`src/verilog/asr_pkg.sv`:
```
// ==========================================================
// serial readout constants
package asr_pkg;
  localparam int unsigned CLK_HZ         = 100_000_000;
  localparam int unsigned RES_BITS       = 16;
  // fastest shift clock the readout is built for
  localparam int unsigned SCLK_MAX_HZ    = 40_000_000;
  // conversion time of the core, plain default
  localparam int unsigned CONV_TIME_NS   = 1000;
  localparam int unsigned CONV_CYCLES    = (CONV_TIME_NS * (CLK_HZ / 1_000_000) + 999) / 1000;
  localparam logic [7:0]  CONV_LAST      = 8'(CONV_CYCLES - 1);
  localparam logic [4:0]  BITS_FULL      = 5'h10;
  localparam logic [15:0] RESULT_RST     = 16'h0000;
  localparam logic [15:0] MSB_FLIP       = 16'h8000;

  // synchroniser lane positions
  localparam int unsigned SY_SCLK  = 0;
  localparam int unsigned SY_CS_N  = 1;
  localparam int unsigned SY_RD_N  = 2;
  localparam int unsigned SY_CNV_N = 3;
  localparam int unsigned SY_CHAIN = 4;
  localparam int unsigned SY_PD    = 5;
  localparam int unsigned SY_EXT   = 6;
  localparam int unsigned SY_SER   = 7;
  localparam int unsigned SY_CODE  = 8;
  localparam int unsigned SY_RDC   = 9;
  localparam int unsigned SY_W     = 10;
  // reset level of each lane: select, read and start pins idle high
  localparam logic [9:0]  SY_RST   = 10'h00e;

  typedef enum logic [1:0] {
    ASR_IDLE = 2'b01,
    ASR_CONV = 2'b10
  } asr_state_e;
endpackage : asr_pkg

```
`src/verilog/asr_serial_readout.sv`:
```
// Function
// - clock select high takes the shift clock from the external pin.
// - shift clock gated by chip select; data shifts only with select and read low.
// - free-running or burst clock accepted, idle high or idle low.
// - read-after mode: after busy falls the new result reads with select and read low.
// - result leaves msb first, sixteen pulses, each bit held across both edges.
// - read-after mode supports shift clocks up to 40 MHz; host stays below.
// - chain input serves as upstream serial input only in read-after mode.
// - chain input sampled on the edge opposite the data change edge.
// - after own lsb the upstream msb follows on the next shift clock fall.
// - read-during mode outputs the previous result while converting.
// - read-during mode: unfinished read at conversion end pulses the overrun output.
// - a read may start after one conversion and finish during the next.
// - serial path works only with serial select high.
// - select and read combined; output released whenever either is high.
// - a conversion started by convert start cannot be restarted or aborted.
// - coding select picks straight binary or twos complement.
module asr_serial_readout (
  // clock and reset
  input  wire logic        clk,
  input  wire logic        rst_n,
  // host pins
  input  wire logic        sclk_in,
  input  wire logic        cs_n,
  input  wire logic        rd_n,
  input  wire logic        convert_start_n,
  input  wire logic        read_mode_or_chain_in,
  input  wire logic        power_down_in,
  // configuration pins
  input  wire logic        clock_source_select,
  input  wire logic        serial_parallel_select,
  input  wire logic        output_coding_select,
  input  wire logic        read_during_conv_sel,
  // converter core
  input  wire logic [15:0] core_result,
  // outputs
  output logic             busy,
  output logic             serial_result_out,
  output logic             serial_result_oe_n,
  output logic             read_overrun_pulse
);
  // ==========================================================
  // pin synchronisation
  logic [asr_pkg::SY_W-1:0] pin_raw;
  logic [asr_pkg::SY_W-1:0] pin_s;

  assign pin_raw = {read_during_conv_sel, output_coding_select, serial_parallel_select,
                    clock_source_select, power_down_in, read_mode_or_chain_in,
                    convert_start_n, rd_n, cs_n, sclk_in};

  asr_sync #(
    .W       (asr_pkg::SY_W),
    .RST_VAL (asr_pkg::SY_RST)
  ) u_sync (
    .clk   (clk),
    .rst_n (rst_n),
    .din   (pin_raw),
    .dout  (pin_s)
  );

  // ==========================================================
  // edge detection
  logic sclk_d_r;
  logic sclk_d_nxt;
  logic cnv_d_r;
  logic cnv_d_nxt;
  logic sclk_rise;
  logic sclk_fall;
  logic start_req;
  logic serial_on;
  logic shift_en;
  logic rdc_mode;

  assign sclk_d_nxt = pin_s[asr_pkg::SY_SCLK];
  assign cnv_d_nxt  = pin_s[asr_pkg::SY_CNV_N];
  // either idle level works: only transitions count
  assign sclk_rise  = pin_s[asr_pkg::SY_SCLK] & ~sclk_d_r;
  assign sclk_fall  = ~pin_s[asr_pkg::SY_SCLK] & sclk_d_r;
  assign start_req  = cnv_d_r & ~pin_s[asr_pkg::SY_CNV_N];
  assign serial_on  = pin_s[asr_pkg::SY_SER] & pin_s[asr_pkg::SY_EXT];
  assign shift_en   = serial_on & ~pin_s[asr_pkg::SY_CS_N] & ~pin_s[asr_pkg::SY_RD_N];
  assign rdc_mode   = pin_s[asr_pkg::SY_RDC];

  always_ff @(posedge clk or negedge rst_n) begin
    if (!rst_n) begin
      sclk_d_r <= 1'b0;
      cnv_d_r  <= 1'b1;
    end else begin
      sclk_d_r <= sclk_d_nxt;
      cnv_d_r  <= cnv_d_nxt;
    end
  end

  // ==========================================================
  // conversion sequencing
  asr_pkg::asr_state_e state_r;
  asr_pkg::asr_state_e state_nxt;
  logic [7:0]          timer_r;
  logic [7:0]          timer_nxt;
  logic                busy_nxt;
  logic                conv_done;

  always_comb begin
    state_nxt = state_r;
    timer_nxt = timer_r;
    conv_done = 1'b0;
    unique case (state_r)
      asr_pkg::ASR_IDLE: begin
        if (start_req && !pin_s[asr_pkg::SY_PD]) begin
          state_nxt = asr_pkg::ASR_CONV;
          timer_nxt = asr_pkg::CONV_LAST;
        end
      end
      asr_pkg::ASR_CONV: begin
        // start and power-down are ignored until the end
        if (timer_r == 8'h00) begin
          state_nxt = asr_pkg::ASR_IDLE;
          conv_done = 1'b1;
        end else begin
          timer_nxt = timer_r - 8'h01;
        end
      end
      default: begin
        state_nxt = asr_pkg::ASR_IDLE;
      end
    endcase
    busy_nxt = (state_nxt == asr_pkg::ASR_CONV);
  end

  always_ff @(posedge clk or negedge rst_n) begin
    if (!rst_n) begin
      state_r <= asr_pkg::ASR_IDLE;
      timer_r <= 8'h00;
      busy    <= 1'b0;
    end else begin
      state_r <= state_nxt;
      timer_r <= timer_nxt;
      busy    <= busy_nxt;
    end
  end

  // ==========================================================
  // result shifter
  logic [15:0] shift_r;
  logic [15:0] shift_nxt;
  logic [15:0] coded;
  logic [4:0]  cnt_r;
  logic [4:0]  cnt_nxt;
  logic        chain_r;
  logic        chain_nxt;
  logic        oe_n_nxt;
  logic        sdo_nxt;
  logic        ovr_nxt;

  always_comb begin
    // select high gives straight binary, low flips the msb
    coded = pin_s[asr_pkg::SY_CODE] ? core_result : (core_result ^ asr_pkg::MSB_FLIP);
    shift_nxt = shift_r;
    cnt_nxt   = cnt_r;
    chain_nxt = chain_r;
    if (conv_done) begin
      shift_nxt = coded;
      cnt_nxt   = 5'h00;
    end else if (shift_en && sclk_fall) begin
      // data moves on the fall: msb stands until the first fall
      // previous result keeps shifting across a new conversion
      shift_nxt = {shift_r[14:0], chain_r};
      if (cnt_r != asr_pkg::BITS_FULL) begin
        cnt_nxt = cnt_r + 5'h01;
      end
    end
    if (rdc_mode) begin
      chain_nxt = 1'b0;
    end else if (shift_en && sclk_rise) begin
      // upstream msb already stands before the first rise
      chain_nxt = pin_s[asr_pkg::SY_CHAIN];
    end
    ovr_nxt  = conv_done && rdc_mode && (cnt_r != 5'h00) && (cnt_r != asr_pkg::BITS_FULL);
    oe_n_nxt = ~shift_en;
    sdo_nxt  = shift_nxt[15];
  end

  always_ff @(posedge clk or negedge rst_n) begin
    if (!rst_n) begin
      shift_r            <= asr_pkg::RESULT_RST;
      cnt_r              <= 5'h00;
      chain_r            <= 1'b0;
      serial_result_out  <= 1'b0;
      serial_result_oe_n <= 1'b1;
      read_overrun_pulse <= 1'b0;
    end else begin
      shift_r            <= shift_nxt;
      cnt_r              <= cnt_nxt;
      chain_r            <= chain_nxt;
      serial_result_out  <= sdo_nxt;
      serial_result_oe_n <= oe_n_nxt;
      read_overrun_pulse <= ovr_nxt;
    end
  end
endmodule : asr_serial_readout

```
`src/verilog/asr_sync.sv`:
```
// ==========================================================
// two-flop synchroniser, one lane per pin
module asr_sync #(
  parameter int unsigned         W       = 1,
  parameter logic [W-1:0]        RST_VAL = '0
) (
  // clock and reset
  input  wire logic              clk,
  input  wire logic              rst_n,
  // pins and their synchronised copies
  input  wire logic [W-1:0]      din,
  output logic      [W-1:0]      dout
);
  logic [W-1:0] meta_r;
  logic [W-1:0] sync_r;

  genvar g;
  generate
    for (g = 0; g < W; g++) begin : g_lane
      always_ff @(posedge clk or negedge rst_n) begin
        if (!rst_n) begin
          meta_r[g] <= RST_VAL[g];
          sync_r[g] <= RST_VAL[g];
        end else begin
          meta_r[g] <= din[g];
          sync_r[g] <= meta_r[g];
        end
      end
    end
  endgenerate

  assign dout = sync_r;
endmodule : asr_sync
```
`config.mk`:
```
export PLATFORM = sky130hd
export DESIGN_NAME = asr_serial_readout
export DESIGN_NICKNAME = d
export VERILOG_FILES = /design/src/verilog/asr_pkg.sv /design/src/verilog/asr_serial_readout.sv /design/src/verilog/asr_sync.sv
export SDC_FILE = /design/constraint.sdc
export NUM_CORES = 1
export LEC_CHECK = 0
export BUFFER_PORTS_ARGS = -buffer_cell sky130_fd_sc_hd__buf_4
export CORE_ASPECT_RATIO = 0.5
export CORE_UTILIZATION = 30
export DETAILED_ROUTE_END_ITERATION = 10
export GPL_ROUTABILITY_DRIVEN = 0
export SETUP_SLACK_MARGIN = 0.02
export SLEW_MARGIN = 10
export SYNTH_ARGS = -nofsm -noshare
export SYNTH_HDL_FRONTEND = slang
export SYNTH_SLANG_ARGS = --single-unit
```
`constraint.sdc`:
```
create_clock -name clk -period 2 [get_ports clk]
set_input_delay 0.1 -clock clk [delete_from_list [all_inputs] [get_ports clk]]
set_output_delay 0.1 -clock clk [all_outputs]
set_load 0.02 [all_outputs]
```
[Yosys cells after proc, flatten, opt, wreduce, memory -nomap -nowiden]
Index checks and enable logic that the tools add are counted.
W data, S select, Z words.
Word-level totals
  register bits: 57
  bits in latches: 0
  RAM bits: 0
  memory bits (read-only): 0
  input bits: 28
  output and inout port bits: 4
  word-level logic and storage cells: 83
  memories: 0
Operators by class
  add/subtract/negate cells: 2
  multipliers: 0
  divide/modulo/power cells: 0
  order comparisons: 0
  equal/unequal tests: 6
  shift-type cells: 0
  multiplexer cells: 16
  bitwise gates (word level): 13
  reduce and logical (&&, ||, !) cells: 15
Operators with widths (count)
  $mux W16: 3
  $mux W8: 2
  $pmux W8 S2: 1
  $mux W5: 3
  $logic_not A8 Y1: 1
  $reduce_bool A2 Y1: 4
  $sub A8 B1 Y8 const B: 1
  $not A1 Y1: 7
  $and A1 B1 Y1: 6
  $logic_and A1 B1 Y1: 6
  $add A5 B1 Y5 const B: 1
  $ne A5 B5 Y1 const B: 1
  $reduce_bool A5 Y1: 1
  $eq A2 B2 Y1 const B: 2
  $mux W1: 4
  $mux W2: 2
  $ne A2 B2 Y1 const B: 2
  $pmux W2 S2: 1
  $reduce_and A3 Y1: 1
  $eq A2 B1 Y1 const B: 1
  $reduce_and A2 Y1: 1
  $logic_not A1 Y1: 1

[Depth between registers and ports, before layout]
Gate-level depths: netlist of the first run.
  depth after elaboration: 6
  gate-level depth with buffers: 9
  gate-level depth less buffers: 7

[Cells and area by module]
From an unflattened synthesis of the first run, not the netlist that was laid out.
Second synthesis, totals
  cells, all modules: 203
  area, all modules: 2477.4 sq um
Modules (own cells, without submodules)
  asr_serial_readout: times used 1, cells each 183, area each 1969.4 sq um, sequential area each 929.6 sq um
  asr_sync: times used 1, cells each 20, area each 508.0 sq um, sequential area each 508.0 sq um

[Least setup slack after synthesis of the first run]
No wires, ideal clock.
  path kind: reg2reg
  from: register timer_r[0]
  to: register timer_r[6]
  setup time: 77 ps
  arrival: 1553 ps
  data required time: 1923 ps
  path slack: 369 ps
  stages on the path, launching flop included: 10
  buffers on the path: 2
  period minus slack after synthesis: 1631 ps
  cell sequence: dfrtp_1 > inv_1 > ha_1 > nor2b_1 > clkbuf_1 > and4b_1 > buf_4 > o31ai_1 > a21oi_1 > a21oi_1
On the way
  word-level cells in the longest chain between the ends: 3
  elaborated cells on any way between the ends: 6
  those cells by class: add/sub: 1; eq/ne: 1; mux: 2; reduce/logical: 2
RTL lines
  from (decl): line asr_serial_readout.sv:98  | logic [7:0] timer_r;
  from (signal assigned): line asr_serial_readout.sv:137  | timer_r <= timer_nxt;
  $sub A8 B1 Y8 or $logic_not A8 Y1 (tied branches): line asr_serial_readout.sv:120, asr_serial_readout.sv:116
  $mux W8 or $ne A2 B2 Y1 (tied branches)
  $pmux W8 S2 or $reduce_and A3 Y1 (tied branches)
Parallel ways exist; a longest one is shown, timed or not. The select of a mux whose other input is x is not followed.
A chain may end at the register's enable or synchronous reset.

[Worst setup path after layout of the first run]
  from: register timer_r[0]
  to: register timer_r[5]
The elaborated chain is that of the path after synthesis.

==> results of run 1 <==
how the worst max path moves through the flow:
stage	endpoint	slack [ps]	from	cells after the start
after detailed placement	timer_r[3]$_DFFE_PN0P_	270	state_r[0]$_DFF_PN1_	5
final	timer_r[5]$_DFFE_PN0P_	230	timer_r[0]$_DFFE_PN0P_	7
after global placement	timer_r[5]$_DFFE_PN0P_	320	timer_r[3]$_DFFE_PN0P_	5
after global routing	timer_r[5]$_DFFE_PN0P_	80	timer_r[0]$_DFFE_PN0P_	7
after CTS	timer_r[2]$_DFFE_PN0P_	250	timer_r[0]$_DFFE_PN0P_	6
after floorplan	timer_r[6]$_DFFE_PN0P_	370	timer_r[0]$_DFFE_PN0P_	9
metal layers:
layer	vias to the layer above	routed length [um]	share of wire, %
met5	-	0	0
met3	4	243	5.7
met4	0	41	0.96
li1	801	-	-
met1	792	1890	44
met2	43	2110	49
critical path: cells and delay by family (launching register included):
| kind | cells | cell delay [ps] |
|---|---|---|
| buffers and inverters | 1 | 80 |
| DFF | 1 | 400 |
| AOI/OAI and AO/OA | 3 | 330 |
| and+or+nand+nor | 2 | 690 |
| adders and majority gates | 1 | 150 |
state kept, by name, indices dropped and copies added (netlist names), 2 cells and up:
| name | flops |
|---|---|
| cnt_r | 5 |
| shift_r | 16 |
| state_r | 2 |
| timer_r | 8 |
| u_sync.dout | 10 |
| u_sync.meta_r | 10 |
cells in the final DEF (no fill, tap or decap), drive strengths merged, types with 2 or more instances in the layout:
cell type,count
a31oi,2
clkinvlp,3
nand2,8
a21oi,24
o21ai,5
nor2,28
inv,9
clkbuf,10
dlygate4sd3,11
xor2,3
xnor2,2
nand3,3
and4b,2
nor4,3
mux2i,18
buf,35
nor3,5
ha,5
dfstp,9
dfrtp,48
o31ai,2
nand4,3
kinds of logic (layout without fill, tap and decap cells):
logic type	count (synthesis)	in the layout	synth area share, %
flops	57	57	61.0
buf+inv	15	70	2.87
compound gates	39	39	10.1
simple gates	60	60	13.9
fa+ha+maj	5	5	2.65
xor+xnor	5	5	1.86
mux	18	18	7.64
cell type report:
cell class | instances | area [um^2]
clock inverter | 6 | 66.3
inverter | 8 | 30.0
tap | 108 | 135
timing repair buffer | 46 | 398
fill | 688 | 4300
clock buffer | 10 | 239
multi-input combinational | 127 | 852
sequential | 57 | 1440
what timing repair did:
| action | in CTS | in global routing |
|---|---|---|
| hold buffers | 11 | 0 |
| buffers inserted | 0 | 0 |
| gates resized for setup | 0 | 0 |
| endpoints found under the hold margin | 58 | 0 |
power groups by stage:
stage               Clock (mW)  Sequential [mW]  Combinational (mW)
floorplan                    0             1.42               0.334
global placement             0             1.42               0.472
detailed placement           0             1.43               0.502
CTS                       1.55             1.41               0.521
global route              1.62             1.42               0.581
finish                    1.50             1.41               0.518
==> flow_summary_export.csv, run 1 <==
group,metric,value,unit
outcome,status,"finished clean",
timing,setup_ws,230,ps
pwr,combPwrFrac,15.1,%
pwr,pwr-share-clk,43.8,%
global_routing,grt_use_met2,19.3,%
global_routing,top_usage_layer,"met2",
global_routing,track_usage,11.8,%
logic_synthesis,syn_area_per_cell,11.8,um^2
layout,layout.cells.non_filler,362,
clock_network,cts_made_buffers,9,
run,cap_violations,0,
clock_network,clk_pin_slew_worst_paths,50,ps
worst_setup_path,regToRegEndpoint,"timer_r[5]$_DFFE_PN0P_",
logic_synthesis,synth-edff-count,0,
pwr,finalPower,3.42,mW
clock_network,cts_max_level,3,
logic_synthesis,netlist_area,0.00236,mm^2
worst_setup_path,slowest_stage,"dfrtp_1",
global_routing,antenna_found_initial,0,
floorplan,dieArea,0.00824,mm^2
route,wl_per_cell,11.8,um
timing,rsz0062_at_grt,"no",
global_routing,grt_pass1_wl,7280,um
timing,timing.hold.ws,31.1,ps
global_routing,grtUsageMet3,5.20,%
worst_setup_path,arrival,1960,ps
timing,min_period,1770,ps
layout,area_growth,34.0,%
timing,slew_violations,0,
logic_synthesis,seq_area_frac_synth,61.0,%
pwr,seq_power_share,41.1,%
pwr,p_int,2.56,mW
floorplan,initial_utilization,31.6,%
worst_setup_path,crit_path_start_kind,"register",
min_path,hold_path_end,"shift_r[8]$_DFFE_PN0P_",
worst_setup_path,path_cells,"inv_1 -> ha_1 -> nor2b_1 -> and4b_1 -> o21ai_1 -> a21oi_1 -> a21oi_1",
worst_setup_path,crit_path_end_kind,"register",
floorplan,core_area,0.00746,mm^2
pwr,p_sw,0.868,mW
min_path,min_from,"core_result[8]",
clock_network,insertion_delay,320,ps
place,port_buffers,31,
logic_synthesis,synth_common_cells,"dfrtp_1, nor2_1, a21oi_1",
global_routing,grt_start_max_net_pins,58,
min_path,worstHoldPathCells,3,
timing,max_slew.worst_pin.slew,701,ps
logic_synthesis,synthDistinctLibCells,40,
pwr,peakVddDrop,0.458,mV
place,dp.cells,335,
route,vias_per_cell,4.53,
worst_setup_path,cpMostUsedCell,"a21oi_1",
clock_network,ctsLongestPathBuffers,2,
logic_synthesis,synth-seq-cells,57,
layout,layout-drive-gt1-share,27.2,%
route,firstDrtPassIters,5,
route,drt_iter0_markers,83,
layout,finalNetCount,282,
clock_network,cts_num_sinks,57,
layout,diodes,0,
global_routing,grt_pass1_vias,1617,
logic_synthesis,yosys_warnings,0,
pwr,switching_share,25.4,%
floorplan,die_w,127,um
clock_network,cts_tree,"built",
timing,period_share,88.5,%
logic_synthesis,yosysMostFrequentCell,"dfrtp_1",
global_routing,grt_overflow_total,0,
worst_setup_path,cp_max_fo,7,
logic_synthesis,yosysTopAreaCell,"dfrtp_1",
logic_synthesis,synth.top_cell.area_share,51.0,%
timing,hold_viol_final,0,
worst_setup_path,cp.required,2190,ps
timing,fin_setup_tns,0,ps
timing,finClkSkew,3.72,ps
timing,slew-limit-headroom,53.2,%
layout,utilization,42.3,%
logic_synthesis,syn_nets,232,
worst_setup_path,critPathMaxStageDelay,400,ps
min_path,hp-class,"primary input to register",
route,final_antenna_net_count,0,
floorplan,boundaryPins,32,
pwr,power_density,1080,mW/mm^2
timing,finalSetupViolCount,0,
worst_setup_path,criticalPathCategory,"register to register",
floorplan,rows,22,
place,dp_hpwl,2940,um
pwr,p_leak,1.35,nW
worst_setup_path,r2r_slack,230,ps
logic_synthesis,ys_async_sr_fraction,100,%
logic_synthesis,ys.flop_type,"dfrtp_1",
route,drt_wl_total,4280,um
floorplan,die_height,64.7,um
global_routing,use_met1,13.4,%
worst_setup_path,reg2regPathDepth,7,
layout,fin_area,0.00316,mm^2
worst_setup_path,r2r_start,"timer_r[0]$_DFFE_PN0P_",
place,dpl_cell_area,0.00274,mm^2
logic_synthesis,ys_top_cells_by_area,"dfrtp_1, dfstp_2, mux2i_1",
clock_network,root_buffer,"clkbuf_16",
logic_synthesis,synth_cells,199,
place,dp_slack,267,ps
route,via_count,1640,
route,drc,0,
timing,fmax,565,MHz
Power figures use the tool's default switching activity.
==> inputs of run 2 (changes only) <==
--- a/config.mk
+++ b/config.mk
@@ -7,9 +7,10 @@
 export LEC_CHECK = 0
 export BUFFER_PORTS_ARGS = -buffer_cell sky130_fd_sc_hd__buf_4
 export CORE_ASPECT_RATIO = 0.5
-export CORE_UTILIZATION = 30
+export CORE_UTILIZATION = 56
 export DETAILED_ROUTE_END_ITERATION = 10
 export GPL_ROUTABILITY_DRIVEN = 0
+export PLACE_DENSITY = 0.78
 export SETUP_SLACK_MARGIN = 0.02
 export SLEW_MARGIN = 10
 export SYNTH_ARGS = -nofsm -noshare
==> run 2 against run 1 <==
  * Global-route usage grew 9.7 points
  * Count of clock-buffer cells in the layout is 4 higher
  * Critical path depth decreased by 1
  * Die area shrank 46%
  * Sequential power barely moved
  * Sequential cell count is the same
  * Sequential share of layout area up 2.4 points
  * Power down 8.0%
  * Register-to-register slack about the same
  * Cell count down 15%
  * Clock power decreased by 19%
  * First-iteration DRC count decreased by 30%
  * Largest cell class unchanged
  * Largest power group is now registers
  * Highest routed layer unchanged
==> flow_summary_export.csv, run 2 (synthesis gave the netlist of run 1 again) <==
group,metric,value,unit
timing,max_slew.worst_pin.slew,674,ps
pwr,p_leak,1.31,nW
layout,seqCellArea,0.00144,mm^2
global_routing,grt_start_max_net_pins,58,
clock_network,insertion_delay,330,ps
worst_setup_path,crit_path_end_kind,"register",
timing,setup_ws,221,ps
worst_setup_path,arrival,2030,ps
floorplan,core_area,0.00396,mm^2
clock_network,cts_max_level,3,
timing,slew-limit-headroom,55.0,%
timing,fmax,562,MHz
timing,fin_setup_tns,0,ps
floorplan,dieArea,0.00449,mm^2
timing,min_period,1780,ps
worst_setup_path,cp.required,2260,ps
timing,period_share,88.9,%
route,firstDrtPassIters,4,
run,cap_violations,0,
min_path,hp-class,"primary input to register",
clock_network,cts_num_sinks,57,
pwr,power_density,1050,mW/mm^2
pwr,peakVddDrop,0.524,mV
route,drt_wl_total,4330,um
layout,final_common_cell,"dfrtp_1",
clock_network,cts_setup_buffers,0,
layout,num-fill-cells,249,
layout,multiInputGateArea,861,um^2
floorplan,rows,16,
route,vias_per_cell,5.42,
route,wl_per_cell,14.2,um
timing,hold_viol_final,0,
layout,final_cell_mix,"dfrtp_1, buf_4, nor2_1, a21oi_1, mux2i_1",
timing,rsz0062_at_grt,"no",
floorplan,initial_utilization,59.5,%
layout,diodes,0,
layout,largest_reg_flops,16,
worst_setup_path,crit_path_start_kind,"register",
place,dp_hpwl,2700,um
clock_network,root_buffer,"clkbuf_8",
global_routing,grt_pass1_vias,1564,
global_routing,track_usage,21.6,%
floorplan,boundaryPins,32,
layout,area_growth,27.2,%
outcome,status,"finished clean",
timing,slew_violations,0,
layout,regMostFlops,"shift_r",
layout,finalNetCount,280,
layout,utilization,75.7,%
worst_setup_path,criticalPathCategory,"register to register",
clock_network,cts_made_buffers,9,
layout,layout-drive-gt1-share,26.6,%
clock_network,ctsLongestPathBuffers,2,
clock_network,clk_pin_slew_worst_paths,70,ps
clock_network,cts_tree,"built",
place,dp_slack,145,ps
route,drt_iter0_markers,58,
global_routing,antenna_found_initial,0,
place,port_buffers,31,
timing,finalSetupViolCount,0,
global_routing,grt_overflow_total,0,
route,via_count,1658,
route,final_antenna_net_count,0,
route,drc,0,
worst_setup_path,cp_max_fo,13,
timing,finClkSkew,9.21,ps
floorplan,die_w,93.8,um
floorplan,die_height,47.9,um
global_routing,grt_pass1_wl,6700,um
-- run 2: worst paths after layout --
kind                                       startpoint                       end  slack (ps)  cells after the start
max reg2reg                      state_r[0]$_DFF_PN1_    timer_r[6]$_DFFE_PN0P_         220                      6
min in group asynchronous                       rst_n    timer_r[1]$_DFFE_PN0P_         350                      2
min                                    core_result[4]    shift_r[4]$_DFFE_PN0P_          20                      3
max                              state_r[0]$_DFF_PN1_    timer_r[6]$_DFFE_PN0P_         220                      6
max in group asynchronous                       rst_n  u_sync.dout[5]$_DFF_PN0_        1200                      2
min reg2reg                u_sync.meta_r[7]$_DFF_PN0_  u_sync.dout[7]$_DFF_PN0_         350                      0
-- run 2: area by class of cell --
| type | instances | area share (%) |
|---|---|---|
| inverters | 8 | 1.00 |
| flip-flops and latches | 57 | 47.9 |
| multi-input cells | 127 | 28.7 |
| clock buffers | 14 | 5.76 |
| clock inverters | 2 | 2.00 |
| repair buffers | 44 | 12.3 |
| well taps | 54 | 2.25 |
-- run 2: worst max-delay path, cell delays in order (launching register included) --
cell,delay [ps]
dfstp_2,530
inv_1,60
ha_1,340
and4b_1,320
o31ai_1,230
a21oi_1,100
a21oi_1,140
-- run 2: layer usage --
layer	GRT usage (%)	part of all wire, %	wire length (um)
met1	23.7	43	1850
met2	36.4	50	2150
met4	12.9	2.4	104
met3	9.84	5.4	235
met5	0	0	0
-- run 2: repair_timing --
item	CTS	global route
hold buffers	11	0
resized for setup	0	2
endpoints found under the hold margin	58	0
endpoints found under the setup margin	0	19
-- run 2: report_power, final --
part           internal, mW  leakage [nW]  switching (mW)  total (mW)
Sequential             1.32         0.671          0.0923        1.41
Combinational         0.233         0.521           0.279       0.513
Clock                 0.805         0.117           0.419        1.22
-- run 2: through the flow --
step / cells / instance area [um^2] / hold slack [ps] / total power, mW
after detailed placement: 279 / 2650 / 189 / 1.92
final: 306 / 3000 / 18.0 / 3.15
after floorplan: 199 / 2360 / -196 / 1.75
after global placement: 279 / 2650 / 179 / 1.89
after CTS: 306 / 2990 / 0.316 / 3.17
after global routing: 306 / 3000 / 8.41 / 3.30
==> inputs of run 3 (changes only) <==
--- a/config.mk
+++ b/config.mk
@@ -7,6 +7,7 @@
 export LEC_CHECK = 0
 export BUFFER_PORTS_ARGS = -buffer_cell sky130_fd_sc_hd__buf_4
 export CORE_ASPECT_RATIO = 0.5
+export CORE_MARGIN = 8
 export CORE_UTILIZATION = 56
 export DETAILED_ROUTE_END_ITERATION = 10
 export GPL_ROUTABILITY_DRIVEN = 0
==> run 3 against run 2 <==
  * Critical path depth is the same
  * Setup slack lost 52 ps
  * Critical path type unchanged
  * Power shrank 6.6%
  * Combinational power is essentially flat
  * Via count shrank 1.6%
==> flow_summary_export.csv, run 3 (synthesis gave the netlist of run 1 again) <==
group,metric,value,unit
outcome,status,"finished clean",
place,port_buffers,31,
pwr,finalPower,2.94,mW
layout,regMostFlops,"shift_r",
worst_setup_path,arrival,2070,ps
clock_network,cts_max_level,3,
global_routing,grt_start_max_net_pins,58,
layout,finalNetCount,280,
global_routing,grt_overflow_total,0,
timing,fin_setup_tns,0,ps
worst_setup_path,cp_max_fo,13,
clock_network,cts_num_sinks,57,
timing,rsz0062_at_grt,"no",
route,via_count,1631,
floorplan,core_area,0.00396,mm^2
layout,layout-drive-gt1-share,25.8,%
pwr,peakVddDrop,0.637,mV
timing,timing.hold.ws,22.9,ps
floorplan,initial_utilization,59.5,%
timing,finClkSkew,5.84,ps
route,final_antenna_net_count,0,
global_routing,grt_pass1_wl,7670,um
clock_network,clk_pin_slew_worst_paths,60,ps
layout,seqCellArea,0.00144,mm^2
floorplan,die_height,61.9,um
place,dp_hpwl,3010,um
floorplan,dieArea,0.00667,mm^2
timing,slew-limit-headroom,53.3,%
layout,final_cell_mix,"dfrtp_1, buf_4, nor2_1, a21oi_1, mux2i_1",
pwr,p_leak,1.29,nW
layout,num-fill-cells,269,
floorplan,rows,16,
timing,period_share,91.6,%
layout,fin_area,0.00295,mm^2
min_path,min_from,"core_result[6]",
timing,hold_viol_final,0,
worst_setup_path,crit_path_end_kind,"register",
global_routing,track_usage,15.3,%
clock_network,root_buffer,"clkbuf_8",
worst_setup_path,path_cells,"inv_1 -> ha_1 -> and4b_1 -> o31ai_1 -> a21oi_1 -> a21oi_1",
place,dpl_cell_area,0.00265,mm^2
worst_setup_path,cpMostUsedCell,"a21oi_1",
clock_network,cts_tree,"built",
worst_setup_path,crit_path_start,"state_r[0]$_DFF_PN1_",
worst_setup_path,crit_path_start_kind,"register",
route,drc,0,
worst_setup_path,criticalPathCategory,"register to register",
timing,fmax,546,MHz
layout,final_common_cell,"dfrtp_1",
clock_network,cts_made_buffers,9,
route,drt_iter0_markers,46,
timing,min_period,1830,ps
global_routing,antenna_found_initial,0,
global_routing,grt_pass1_vias,1666,
route,wl_per_cell,15.2,um
layout,diodes,0,
route,vias_per_cell,5.33,
timing,slew_violations,0,
clock_network,ctsLongestPathBuffers,2,
worst_setup_path,cp.required,2240,ps
worst_setup_path,slowest_stage,"dfstp_2",
clock_network,insertion_delay,330,ps
worst_setup_path,critPathMaxStageDelay,530,ps
floorplan,boundaryPins,32,
run,cap_violations,0,
layout,area_growth,25.1,%
timing,finalSetupViolCount,0,
worst_setup_path,r2r_start,"state_r[0]$_DFF_PN1_",
layout,largest_reg_flops,16,
route,firstDrtPassIters,4,
timing,max_slew.worst_pin.slew,701,ps
layout,multiInputGateArea,855,um^2
floorplan,die_w,108,um
route,drt_wl_total,4640,um
pwr,power_density,997,mW/mm^2
min_path,hp-class,"primary input to register",
-- run 3: cell count changes in the layout (fill, tap and decap cells not counted), sizes merged --
cell    change
bufinv      -1
clkbuf      -1
clkinv      +2
-- run 3: report_power, final --
| part | leakage [nW] | internal [mW] | switching, mW | total, mW |
|---|---|---|---|---|
| registers | 0.671 | 1.32 | 0.0920 | 1.41 |
| logic | 0.521 | 0.233 | 0.282 | 0.516 |
| clock network | 0.0974 | 0.606 | 0.407 | 1.01 |
-- run 3: layout make-up --
class | instances | area share, %
Sequential cell | 57 | 48.7
Multi-Input combinational cell | 127 | 29.0
Timing Repair Buffer | 44 | 12.6
Clock buffer | 13 | 5.05
Tap cell | 54 | 2.29
Clock inverter | 3 | 1.36
Inverter | 8 | 1.02
-- run 3: final timing paths --
kind	slack, ps	end	cells after the start
max	170	timer_r[6]$_DFFE_PN0P_	6
min	20	shift_r[6]$_DFFE_PN0P_	3
max reg2reg	170	timer_r[6]$_DFFE_PN0P_	6
min reg2reg	350	u_sync.dout[0]$_DFF_PN0_	0
max in group asynchronous	1170	cnt_r[2]$_DFFE_PN0P_	2
min in group asynchronous	370	timer_r[0]$_DFFE_PN0P_	2
-- run 3: worst max-delay path: cells and delay by family, from the launching register on --
kind / cells / cell delay (ps)
and+or+nand+nor: 1 / 330
AOI/OAI and AO/OA: 3 / 470
buffers and inverters: 1 / 60
adders and majority gates: 1 / 360
DFF: 1 / 530
-- run 3: routing by layer --
metal / track usage (%) / part of all wire (%)
met5: 0 / 0
met4: 4.30 / 0.82
met3: 8.02 / 5.3
met2: 26.9 / 52
met1: 16.2 / 42
-- run 3: what timing repair did --
item	CTS	global route
hold endpoints to repair	58	0
gates resized for setup	0	1
endpoints found under the setup margin	0	6
hold buffers	11	0
setup buffers	0	0
-- run 3: stage by stage --
| stage | util (%) | instances | setup slack, ps |
|---|---|---|---|
| after floorplan | - | 199 | 369 |
| after global placement | 66.8 | 279 | 247 |
| after detailed placement | 66.8 | 279 | 109 |
| after CTS | 74.3 | 306 | 105 |
| after global routing | 74.4 | 306 | 55.2 |
| final | 74.4 | 306 | 169 |
